[src/logic/cemseq_pkg.sv]
package cemseq_pkg;

  // clock and timebase
  localparam int unsigned CLK_PERIOD_NS = 10;
  localparam int unsigned TICK_TIME_US  = 1000;
  localparam int unsigned TICK_CYCLES   = (TICK_TIME_US * 1000) / CLK_PERIOD_NS;
  localparam int unsigned TMR_W         = 20;

  // register offsets
  localparam logic [7:0] ADDR_PROFILE_STATUS_ONE  = 8'h12;
  localparam logic [7:0] ADDR_EMULATION_CONFIG    = 8'h16;
  localparam logic [7:0] ADDR_CURRENT_LIMIT       = 8'h17;
  localparam logic [7:0] ADDR_CHARGE_THRESHOLD    = 8'h18;
  localparam logic [7:0] ADDR_PROFILE_ENABLE      = 8'h19;
  localparam logic [7:0] ADDR_HS_SWITCH_CONFIG    = 8'h25;
  localparam logic [7:0] ADDR_PROFILE_TIMEOUT0    = 8'h30;
  localparam logic [7:0] ADDR_CUSTOM_EMU_CONFIG   = 8'h40;
  localparam logic [7:0] ADDR_CUSTOM_LIMIT_CONFIG = 8'h51;

  // field positions
  localparam int unsigned EMU_RETRY_BIT    = 0;
  localparam int unsigned EMU_TIMEOUT_BIT  = 1;
  localparam int unsigned CUST_ENABLE_BIT  = 4;
  localparam int unsigned CUST_FIRST_BIT   = 5;
  localparam int unsigned HS_CLOSE_BIT     = 0;
  localparam int unsigned R2MIN_LSB        = 2;
  localparam int unsigned STAT_NO_HANDSHAKE_FLAG_BIT   = 0;
  localparam int unsigned STAT_DCP_BIT     = 1;
  localparam int unsigned STAT_ACCEPT_BIT  = 2;
  localparam int unsigned STAT_PROF_LSB    = 4;

  // reset values
  localparam logic [7:0] EMULATION_CONFIG_RST = 8'h03;
  localparam logic [7:0] CURRENT_LIMIT_RST    = 8'h07;
  localparam logic [7:0] CHARGE_THRESHOLD_RST = 8'h10;
  localparam logic [7:0] PROFILE_ENABLE_RST   = 8'hFF;
  localparam logic [7:0] HS_SWITCH_CONFIG_RST = 8'h00;
  localparam logic [7:0] PROFILE_TIMEOUT_RST  = 8'h33;
  localparam logic [7:0] CUSTOM_EMU_RST       = 8'h03;
  localparam logic [7:0] CUSTOM_LIMIT_RST     = 8'h00;

  // current limit code that stands for 1.5 A
  localparam logic [3:0] CURRENT_LIMIT_SETTING_1A5_CODE = 4'h7;

  // profile codes and positions
  localparam logic [3:0] PROF_LEGACY1 = 4'h0;
  localparam logic [3:0] PROF_DCP     = 4'h1;
  localparam logic [3:0] PROF_LEGACY2 = 4'h2;
  localparam logic [3:0] PROF_CUSTOM  = 4'h8;
  localparam logic [3:0] POS_LAST     = 4'h8;

  typedef enum logic [2:0] {
    ST_IDLE,
    ST_NEXT,
    ST_RESET,
    ST_APPLY,
    ST_ACCEPT,
    ST_NOHS
  } cemseq_state_e;

  // data line drive bundle
  typedef struct packed {
    logic       charger_short_on;
    logic       pulldown_on;
    logic       sig_valid;
    logic [3:0] profile;
  } cemseq_drive_s;

endpackage

[src/logic/cemseq_top.sv]
`timescale 1ns/1ps
`default_nettype none

module cemseq_top #(
  parameter int unsigned TICK_CYCLES       = cemseq_pkg::TICK_CYCLES,
  parameter int unsigned DISCHARGE_TICKS   = 10,
  parameter int unsigned RESET_HOLD_TICKS  = 20,
  parameter int unsigned TIMEOUT_UNIT_TICKS = 100
) (
  // clock and reset
  input  wire logic                      core_clk,
  input  wire logic                      srst,
  // mode controls
  input  wire logic                      emulation_enable_control,
  input  wire logic                      mode_select_high,
  input  wire logic                      mode_select_low,
  input  wire logic                      port_power_enable,
  // measured load
  input  wire logic [7:0]                bus_load_current,
  // register port
  input  wire logic                      reg_wr_en,
  input  wire logic                      reg_rd_en,
  input  wire logic [7:0]                reg_addr,
  input  wire logic [7:0]                reg_wdata,
  output logic      [7:0]                reg_rdata,
  // port power and data lines
  output logic                           port_switch_closed,
  output logic                           vbus_discharge_on,
  output cemseq_pkg::cemseq_drive_s      line_drive,
  output logic                           hs_switch_closed,
  output logic                           cc_limit_mode
);

  ////////////////////////////////////////////////////////////////////
  // registers
  logic [7:0]                   emu_cfg_r;
  logic [7:0]                   current_limit_setting_r;
  logic [7:0]                   thresh_r;
  logic [7:0]                   prof_en_r;
  logic [7:0]                   hs_cfg_r;
  logic [7:0]                   cust_cfg_r;
  logic [7:0]                   cust_lim_r;
  logic [7:0]                   tmo_r [4];
  logic [7:0]                   status_r;
  logic [7:0]                   rdata_nxt;
  cemseq_pkg::cemseq_state_e    state_r;
  logic [3:0]                   pos_r;
  logic [3:0]                   prof_r;
  logic [cemseq_pkg::TMR_W-1:0] tmr_r;
  logic [cemseq_pkg::TMR_W-1:0] rst_cnt_r;
  logic [31:0]                  tick_cnt_r;
  logic                         tick;
  logic                         run;
  logic [3:0]                   cur_prof;
  logic                         cur_en;
  logic [3:0]                   tmo_code;
  logic [cemseq_pkg::TMR_W-1:0] tmo_load;
  logic                         tmo_en;
  logic                         retry_en;
  logic                         cust_first;
  logic                         above;
  logic                         expire;
  logic                         low_limit;
  logic [3:0]                   r2min;
  logic                         r2_cc;
  logic                         applied;

  // software writes
  always_ff @(posedge core_clk) begin
    if (srst) begin
      emu_cfg_r  <= cemseq_pkg::EMULATION_CONFIG_RST;
      current_limit_setting_r     <= cemseq_pkg::CURRENT_LIMIT_RST;
      thresh_r   <= cemseq_pkg::CHARGE_THRESHOLD_RST;
      prof_en_r  <= cemseq_pkg::PROFILE_ENABLE_RST;
      hs_cfg_r   <= cemseq_pkg::HS_SWITCH_CONFIG_RST;
      cust_cfg_r <= cemseq_pkg::CUSTOM_EMU_RST;
      cust_lim_r <= cemseq_pkg::CUSTOM_LIMIT_RST;
      for (int i = 0; i < 4; i++) begin
        tmo_r[i] <= cemseq_pkg::PROFILE_TIMEOUT_RST;
      end
    end else if (reg_wr_en) begin
      case (reg_addr)
        cemseq_pkg::ADDR_EMULATION_CONFIG:    emu_cfg_r  <= reg_wdata;
        cemseq_pkg::ADDR_CURRENT_LIMIT:       current_limit_setting_r     <= reg_wdata;
        cemseq_pkg::ADDR_CHARGE_THRESHOLD:    thresh_r   <= reg_wdata;
        cemseq_pkg::ADDR_PROFILE_ENABLE:      prof_en_r  <= reg_wdata;
        cemseq_pkg::ADDR_HS_SWITCH_CONFIG:    hs_cfg_r   <= reg_wdata;
        cemseq_pkg::ADDR_CUSTOM_EMU_CONFIG:   cust_cfg_r <= reg_wdata;
        cemseq_pkg::ADDR_CUSTOM_LIMIT_CONFIG: cust_lim_r <= reg_wdata;
        default: begin
          for (int i = 0; i < 4; i++) begin
            if (reg_addr == cemseq_pkg::ADDR_PROFILE_TIMEOUT0 + 8'(i)) begin
              tmo_r[i] <= reg_wdata;
            end
          end
        end
      endcase
    end
  end

  // read mux, unmapped reads zero
  always_comb begin
    rdata_nxt = 8'h00;
    case (reg_addr)
      cemseq_pkg::ADDR_PROFILE_STATUS_ONE:  rdata_nxt = status_r;
      cemseq_pkg::ADDR_EMULATION_CONFIG:    rdata_nxt = emu_cfg_r;
      cemseq_pkg::ADDR_CURRENT_LIMIT:       rdata_nxt = current_limit_setting_r;
      cemseq_pkg::ADDR_CHARGE_THRESHOLD:    rdata_nxt = thresh_r;
      cemseq_pkg::ADDR_PROFILE_ENABLE:      rdata_nxt = prof_en_r;
      cemseq_pkg::ADDR_HS_SWITCH_CONFIG:    rdata_nxt = hs_cfg_r;
      cemseq_pkg::ADDR_CUSTOM_EMU_CONFIG:   rdata_nxt = cust_cfg_r;
      cemseq_pkg::ADDR_CUSTOM_LIMIT_CONFIG: rdata_nxt = cust_lim_r;
      default: begin
        for (int i = 0; i < 4; i++) begin
          if (reg_addr == cemseq_pkg::ADDR_PROFILE_TIMEOUT0 + 8'(i)) begin
            rdata_nxt = tmo_r[i];
          end
        end
      end
    endcase
  end

  // registered read data
  always_ff @(posedge core_clk) begin
    if (srst) begin
      reg_rdata <= 8'h00;
    end else if (reg_rd_en) begin
      reg_rdata <= rdata_nxt;
    end
  end

  ////////////////////////////////////////////////////////////////////
  // decode and profile order
  assign run = emulation_enable_control
             & ~(mode_select_high & mode_select_low)
             & port_power_enable;
  assign cust_first = cust_cfg_r[cemseq_pkg::CUST_FIRST_BIT];
  assign retry_en   = emu_cfg_r[cemseq_pkg::EMU_RETRY_BIT];
  assign tmo_en     = emu_cfg_r[cemseq_pkg::EMU_TIMEOUT_BIT];

  // position to profile, custom first or last
  always_comb begin
    if (cust_first) begin
      cur_prof = (pos_r == 4'h0) ? cemseq_pkg::PROF_CUSTOM : pos_r - 4'h1;
    end else begin
      cur_prof = pos_r;
    end
    if (cur_prof == cemseq_pkg::PROF_CUSTOM) begin
      cur_en = cust_cfg_r[cemseq_pkg::CUST_ENABLE_BIT];
    end else begin
      cur_en = prof_en_r[cur_prof[2:0]];
    end
  end

  // per-profile timeout code and tick load
  always_comb begin
    if (prof_r == cemseq_pkg::PROF_CUSTOM) begin
      tmo_code = cust_cfg_r[3:0];
    end else if (prof_r[0]) begin
      tmo_code = tmo_r[prof_r[2:1]][7:4];
    end else begin
      tmo_code = tmo_r[prof_r[2:1]][3:0];
    end
    tmo_load = cemseq_pkg::TMR_W'((tmo_code + 5'h01) * TIMEOUT_UNIT_TICKS);
  end

  ////////////////////////////////////////////////////////////////////
  // timebase tick
  always_ff @(posedge core_clk) begin
    if (srst || tick) begin
      tick_cnt_r <= 32'h0;
    end else begin
      tick_cnt_r <= tick_cnt_r + 32'h1;
    end
  end
  assign tick = (tick_cnt_r == 32'(TICK_CYCLES - 1));

  assign above  = bus_load_current > thresh_r;
  assign expire = (state_r == cemseq_pkg::ST_APPLY) && tmo_en && (tmr_r == '0);

  ////////////////////////////////////////////////////////////////////
  // sequencer
  always_ff @(posedge core_clk) begin
    if (srst || !run) begin
      state_r <= cemseq_pkg::ST_IDLE;
      pos_r   <= 4'h0;
      prof_r  <= 4'h0;
    end else begin
      unique case (state_r)
        cemseq_pkg::ST_IDLE: begin
          state_r <= cemseq_pkg::ST_NEXT;
          pos_r   <= 4'h0;
        end
        cemseq_pkg::ST_NEXT: begin
          if (pos_r > cemseq_pkg::POS_LAST) begin
            pos_r   <= 4'h0;
            state_r <= retry_en ? cemseq_pkg::ST_NEXT
                                : cemseq_pkg::ST_NOHS;
          end else if (cur_en) begin
            prof_r  <= cur_prof;
            state_r <= cemseq_pkg::ST_RESET;
          end else begin
            pos_r <= pos_r + 4'h1;
          end
        end
        cemseq_pkg::ST_RESET: begin
          if (rst_cnt_r >= cemseq_pkg::TMR_W'(RESET_HOLD_TICKS)) begin
            state_r <= cemseq_pkg::ST_APPLY;
          end
        end
        cemseq_pkg::ST_APPLY: begin
          if (expire && above) begin
            state_r <= cemseq_pkg::ST_ACCEPT;
          end else if (expire) begin
            pos_r   <= pos_r + 4'h1;
            state_r <= cemseq_pkg::ST_NEXT;
          end
        end
        cemseq_pkg::ST_ACCEPT: state_r <= cemseq_pkg::ST_ACCEPT;
        cemseq_pkg::ST_NOHS:   state_r <= cemseq_pkg::ST_NOHS;
      endcase
    end
  end

  // emulation reset elapsed ticks
  always_ff @(posedge core_clk) begin
    if (srst || state_r != cemseq_pkg::ST_RESET) begin
      rst_cnt_r <= '0;
    end else if (tick) begin
      rst_cnt_r <= rst_cnt_r + 1'b1;
    end
  end

  // emulation timer, loaded as each profile starts
  always_ff @(posedge core_clk) begin
    if (srst) begin
      tmr_r <= '0;
    end else if (state_r == cemseq_pkg::ST_RESET) begin
      tmr_r <= tmo_load;
    end else if (state_r == cemseq_pkg::ST_APPLY && tick && tmr_r != '0) begin
      tmr_r <= tmr_r - 1'b1;
    end
  end

  // profile status
  always_ff @(posedge core_clk) begin
    if (srst) begin
      status_r <= 8'h00;
    end else begin
      status_r <= 8'h00;
      status_r[cemseq_pkg::STAT_NO_HANDSHAKE_FLAG_BIT] <= (state_r == cemseq_pkg::ST_NOHS);
      if (state_r == cemseq_pkg::ST_ACCEPT) begin
        status_r[cemseq_pkg::STAT_ACCEPT_BIT] <= 1'b1;
        status_r[cemseq_pkg::STAT_DCP_BIT] <= (prof_r == cemseq_pkg::PROF_DCP);
        status_r[cemseq_pkg::STAT_PROF_LSB +: 4] <= prof_r;
      end
    end
  end

  ////////////////////////////////////////////////////////////////////
  // outputs
  assign applied   = (state_r == cemseq_pkg::ST_APPLY) || (state_r == cemseq_pkg::ST_ACCEPT);
  assign low_limit = current_limit_setting_r[3:0] <= cemseq_pkg::CURRENT_LIMIT_SETTING_1A5_CODE;
  assign r2min     = {1'b0, cust_lim_r[cemseq_pkg::R2MIN_LSB +: 3]};
  assign r2_cc     = low_limit && (r2min > current_limit_setting_r[3:0]);

  always_ff @(posedge core_clk) begin
    if (srst) begin
      port_switch_closed <= 1'b0;
      vbus_discharge_on  <= 1'b0;
      line_drive         <= '0;
      hs_switch_closed   <= 1'b0;
      cc_limit_mode      <= 1'b0;
    end else begin
      port_switch_closed <= applied || (state_r == cemseq_pkg::ST_NOHS);
      vbus_discharge_on  <= (state_r == cemseq_pkg::ST_RESET) &&
                            (rst_cnt_r < cemseq_pkg::TMR_W'(DISCHARGE_TICKS));
      line_drive.pulldown_on <= (state_r == cemseq_pkg::ST_RESET);
      line_drive.sig_valid   <= applied;
      line_drive.profile     <= applied ? prof_r : 4'h0;
      // short stays whatever the far end drives on either line
      line_drive.charger_short_on <= applied &&
          (prof_r == cemseq_pkg::PROF_DCP || prof_r == cemseq_pkg::PROF_LEGACY2);
      hs_switch_closed <= (applied || state_r == cemseq_pkg::ST_NOHS) &&
                          hs_cfg_r[cemseq_pkg::HS_CLOSE_BIT];
      if (state_r == cemseq_pkg::ST_NOHS) begin
        cc_limit_mode <= r2_cc;
      end else if (state_r == cemseq_pkg::ST_ACCEPT || (applied && !tmo_en)) begin
        cc_limit_mode <= (prof_r == cemseq_pkg::PROF_DCP ||
                          prof_r == cemseq_pkg::PROF_LEGACY2) ? low_limit : r2_cc;
      end else begin
        cc_limit_mode <= applied && low_limit;
      end
    end
  end
endmodule

`default_nettype wire

[config.mk]
export PLATFORM = sky130hd
export DESIGN_NAME = cemseq_top
export DESIGN_NICKNAME = d
export VERILOG_FILES = /design/src/logic/cemseq_pkg.sv /design/src/logic/cemseq_top.sv
export SDC_FILE = /design/constraint.sdc
export NUM_CORES = 1
export LEC_CHECK = 0
export BUFFER_PORTS_ARGS = -buffer_cell sky130_fd_sc_hd__clkbuf_2
export CAP_MARGIN = 25
export CORE_MARGIN = 2
export CORE_UTILIZATION = 35
export DETAILED_ROUTE_END_ITERATION = 6
export PLACE_DENSITY_LB_ADDON = 0.2
export SYNTH_ARGS = -nofsm -noshare
export SYNTH_HDL_FRONTEND = slang
export SYNTH_SLANG_ARGS = --single-unit
[constraint.sdc]
create_clock -name core_clk -period 3.9 [get_ports core_clk]
set_input_delay 0.585 -clock core_clk [delete_from_list [all_inputs] [get_ports core_clk]]
set_output_delay 0.585 -clock core_clk [all_outputs]
set_load 0.05 [all_outputs]
Yosys cells after proc, flatten, opt, wreduce, memory -nomap -nowiden
Memory sizes are Yosys's and may differ from the RTL's. A register that Yosys moved wholly into a read port is not among the register bits.
Index checks and enable logic that the tools add are counted.
{ "word_totals": {"register_bits": 166, "ramBits": 32, "out_inout_bits": 19, "wordCells": 179, "memories": 1} }
{ "memory_table": {"columns": ["memory", "words", "word_bits", "read_ports", "rd_ports_with_merged_regs", "write_ports", "line_no", "rtl"], "rows": [
  ["tmo_r", 4, 8, 5, 1, 4, "cemseq_top.sv:43", "logic [7:0] tmo_r [4];"]
]} }
{ "classes": {"add_sub_neg": 6, "multipliers": 1, "n_lt_le_gt_ge": 7, "eq_ne": 29, "mux": 58, "bitwise": 11, "reduce_logical": 40} }
{ "ops": {"columns": ["op", "count"], "rows": [
  ["8-bit two-way mux", 8],
  ["8-bit one-hot mux with 8 select lines", 1],
  ["8-bit by 5-bit == test with 1-bit output (second input constant)", 5],
  ["8-bit by 6-bit == test with 1-bit output (second input constant)", 5],
  ["20-bit two-way mux", 2],
  ["32-bit by 1-bit adder with 32-bit output (second input constant)", 1],
  ["32-bit by 17-bit == test with 1-bit output (second input constant)", 1],
  ["4-bit two-way mux", 8],
  ["1-bit two-way mux", 27],
  ["20-bit by 1-bit adder with 20-bit output (second input constant)", 1],
  ["20-bit by 5-bit >= comparator with 1-bit output (second input constant)", 1],
  ["20-bit logical NOT", 1],
  ["20-bit by 4-bit < comparator with 1-bit output (second input constant)", 1],
  ["20-bit nonzero test", 1],
  ["20-bit by 1-bit subtractor with 20-bit output (second input constant)", 1],
  ["3-bit two-way mux", 6],
  ["3-bit one-hot mux with 6 select lines", 1],
  ["8-bit by 7-bit == test with 1-bit output (second input constant)", 2],
  ["2-bit AND reduction", 7],
  ["4-bit one-hot mux with 3 select lines", 1],
  ["1-bit logical AND", 11],
  ["5-bit by 5-bit multiplier with 10-bit output (second input constant)", 1],
  ["4-bit == test (second input constant)", 2],
  ["8-bit > comparator", 1],
  ["30 further kinds", 56]
]} }

Longest topological paths before layout
{ "logic_depth": {"depth_word": 9, "mapped_depth": 16, "ltp_nobuf": 15} }

Worst setup path before layout
No wires, ideal clock.
{ "synth_timing": {"path_kind": "register -> register", "startpoint": "reg with a tool-made name", "endpoint": "reg tmr_r[10] in the netlist's numbering", "setup_time_ns": 0.134, "t_arrival_ns": 3.947, "t_required_ns": 3.766, "setup_slack_ns": -0.181, "path_stages_with_launch": 17, "n_path_buf": 1, "synth_period_minus_slack_ns": 4.081, "cell_sequence": "dfxtp_1 -> clkbuf_1 -> mux4_2 -> nor3b_1 -> a221o_1 -> and2_1 -> nand2_1 -> xor2_1 -> ha_1 -> ha_1 -> ha_1 -> ha_1 -> nand2_1 -> nor2_1 -> or3_1 -> a21oi_1 -> a211oi_1"} }
{ "synth_rtl": {"columns": ["element", "line_no", "rtl"], "rows": [
  ["to (signal assigned)", "cemseq_top.sv:239", "tmr_r <= tmo_load;"],
  ["to (signal assigned)", "cemseq_top.sv:241", "tmr_r <= tmr_r - 1'b1;"],
  ["to (decl)", "cemseq_top.sv:49", "logic [cemseq_pkg::TMR_W-1:0] tmr_r;"]
]} }

==> flow_metrics.py <==
metrics = {
    "outcome": {
        "status": "finished, final reports clean",
    },
    "logic_synthesis": {
        "synth_compound_area_share_pct": 12.0,
        "netlist.area_leader.share_pct": 33.5,
        "yosys_warnings": 0,
        "yosysSeqAreaShare_pct": 43.2,
        "ys_types": 66,
        "synth_area_leaders": "dfxtp_1 (34%), edfxtp_1 (9.6%), nand2_1 (4.8%)",
        "syn_nets": 1171,
        "postSynthAreaPerCell_um2": 9.03,
        "ys_ff_latch": 199,
        "synth_top_family_by_area": "simple AND/OR/NAND/NOR gates",
        "syn_area_um2": 9970,
        "synthMuxAreaShare_pct": 6.85,
        "synthSimpleGateAreaFrac_pct": 24.5,
        "synth_fa_ha_area_share_pct": 4.47,
        "syn-instance-count": 1104,
        "synth_edf_count": 32,
        "synth_ff_type": "dfxtp_1",
        "async_reset_ff_share_pct": 0,
        "synth_xor_area_share_pct": 5.53,
        "yosys.area.top_type": "dfxtp_1",
    },
    "layout": {
        "nets": 1223,
        "multi_input_area_um2": 5370,
        "synthToLayoutAreaGrowth_pct": 14.9,
        "most-common-layout-cells": "dfxtp_1 (166), nand2_1 (127), nor2_1 (116)",
        "drive_gt1_share_pct": 13.5,
        "diodes": 0,
        "final-seq-area_um2": 4310,
        "fin_cells": 1547,
        "nFillCells": 2854,
        "final_common_cell": "dfxtp_1",
    },
    "worst_setup_path": {
        "startpoint_type": "flop",
        "worstPathCellList": "buf_8, mux4_2, a221o_1, and2_1, nand2_1, xor2_1, buf_4, ha_1, ha_1, ha_1, ha_4, nand2_1, nor2_1, or3_1, a21oi_2, a211oi_1",
        "cp_common_cell": "ha_1",
        "worstPathArrival_ps": 3980,
        "ff2ff_setup_slack_ps": 200,
        "required_ps": 4180,
        "criticalPathCategory": "flop to flop",
        "cp_slowest_cell": "mux4_2",
        "cp-end-kind": "flop",
        "worst_path_dominant_cell_family": "adder cells",
        "cpPeakStageDelay_ps": 500,
        "path_buf_inv": 2,
        "path_max_fanout": 5,
    },
    "sta": {
        "period_share_pct": 94.9,
        "setup_tns_ps": 0,
        "clock_skew_ps": 17.4,
        "setup_viol": 0,
        "tightest_slew_ps": 939,
        "hold_violations": 0,
        "min_period_ps": 3700,
        "maxSlewHeadroom_pct": 37.3,
        "max_freq_mhz": 270,
        "slew_viol_final": 0,
        "rsz0062_at_grt": "false",
    },
    "route": {
        "drt_iter0_drc": 721,
        "antenna_left": 0,
        "vias_per_cell": 5.24,
        "num_vias": 8104,
        "wl_per_cell_um": 17.2,
        "drc": 0,
        "drt-total-wl_mm": 26.6,
        "first_pass_iters": 5,
    },
    "die": {
        "core_region_area_um2": 27900,
        "die_h_um": 173,
        "start_util_pct": 35.7,
        "pin_count": 51,
        "die_area_um2": 29900,
        "die_w_um": 173,
        "rows": 61,
    },
    "place": {
        "numPortBuffers": 50,
        "dp.cells": 1515,
        "gp_congestion": 0.801,
        "dp_hpwl_mm": 19.0,
    },
    "clock_tree": {
        "cts_max_path_buffers": 2,
        "hold_buffers": 0,
        "clkSinkCount": 199,
        "cts_tree": "built",
        "cts_setup_buffers": 0,
        "cts_max_level": 4,
        "insertion_delay_ps": 440,
        "root_buffer": "clkbuf_16",
        "cts-buffers-inserted": 17,
        "cts.clk_slew.worst_paths_ps": 80,
    },
    "global_route": {
        "grt_start_max_net_pins": 75,
        "grt_overflow": 0,
        "antenna_found_initial": 0,
        "grt_usage_pct": 18.1,
        "grt_pass1_vias": 7733,
        "grt_pass1_wl_mm": 43.3,
    },
    "run": {
        "drv_cap": 0,
    },
    "pwr": {
        "vdd_drop_max_v": 0.000246,
        "cellPowerDensity_nw_per_um2": 377,
        "p_leak_nw": 4.21,
    },
    "min_path": {
        "worstHoldPathType": "flop to flop",
    },
}
## cell usage after synthesis (8+ instances only)
cell type    n
mux4_2      16
xor2_1      37
edfxtp_1    32
nand2_1    127
nor4_1      15
xnor2_1     26
and2_1      31
nor2_1     116
a211o_1     12
clkbuf_1    49
inv_1       41
o211ai_1     8
nor2b_1     11
and3_1      15
dfxtp_1    167
nand3_1     50
a221oi_1    15
a21oi_1     69
o21ai_0     27
nand2b_1    18
nor3_1      26
ha_1        34
or3_1       16
nand4_1     12
mux2i_1     30
## state kept, by name (all words and copies together), names as in the netlist, 4 cells and up, named ones only
name                     count
prof_r                       4
thresh_r                     8
cust_cfg_r                   8
reg_rdata                    8
tick_cnt_r                  32
cust_lim_r                   8
tmo_r                       32
pos_r                        4
current_limit_setting_r      8
hs_cfg_r                     8
emu_cfg_r                    8
prof_en_r                    8
rst_cnt_r                   20
tmr_r                       20
status_r                     7
line_drive                   7
## report_power, final
part | switching (W) | internal [W]
combinational | 0.000195 | 0.000124
sequential | 0.0000169 | 0.00211
clock | 0.000866 | 0.00101
## routing by layer
layer	up-vias	share of wire, %	track usage (%)
met5	-	0	0
met4	0	1.3	4.70
met3	24	4.9	3.47
met2	180	44	27.3
met1	3869	50	26.3
li1	4031	-	-
## layout make-up
cell class	instances	share of cell area [%]
Inverter	41	1.34
Sequential cell	199	37.6
Timing Repair Buffer	86	4.61
Clock inverter	15	1.73
Tap cell	378	4.13
Multi-Input combinational cell	811	46.9
Clock buffer	17	3.71
## metrics by stage
step                total power (W)  utilization (%)  setup WS, ps  cell area, µm²  hold WS (ps)
floorplan                   0.00237                -          19.1            9970           420
global placement            0.00247             38.6          6.62           10800           439
detailed placement          0.00248             38.6         -15.2           10800           444
CTS                         0.00434             40.9          69.8           11400           454
global route                0.00448             41.0          29.1           11500           474
finish                      0.00432             41.0           198           11500           458
## worst paths after layout
kind | cells past startpoint | to | startpoint
max reg2reg | 16 | tmr_r[10] | flop
min | 2 | cust_lim_r[1] | cust_lim_r[1]
max | 16 | tmr_r[10] | flop
min reg2reg | 2 | cust_lim_r[1] | cust_lim_r[1]
## cells by family (layout without fill, tap and decap cells)
group           Yosys count  in the layout
buf+inv                  94            159
simple gates            482            482
xor+xnor                 63             63
flops                   199            199
mux                      48             48
compound gates          183            183
fa+ha+maj                35             35
## tightest hold or removal path: stages (launching register included)
cell     delay, ps
dfxtp_1        310
nand2_1         50
a21oi_1         50
## repair_timing
| item | in CTS | in global routing |
|---|---|---|
| pin swaps | 0 | 2 |
| setup endpoints to repair | 1 | 3 |
| gates cloned | 0 | 0 |
| gates resized for setup | 2 | 7 |
Power figures use the tool's default switching activity.
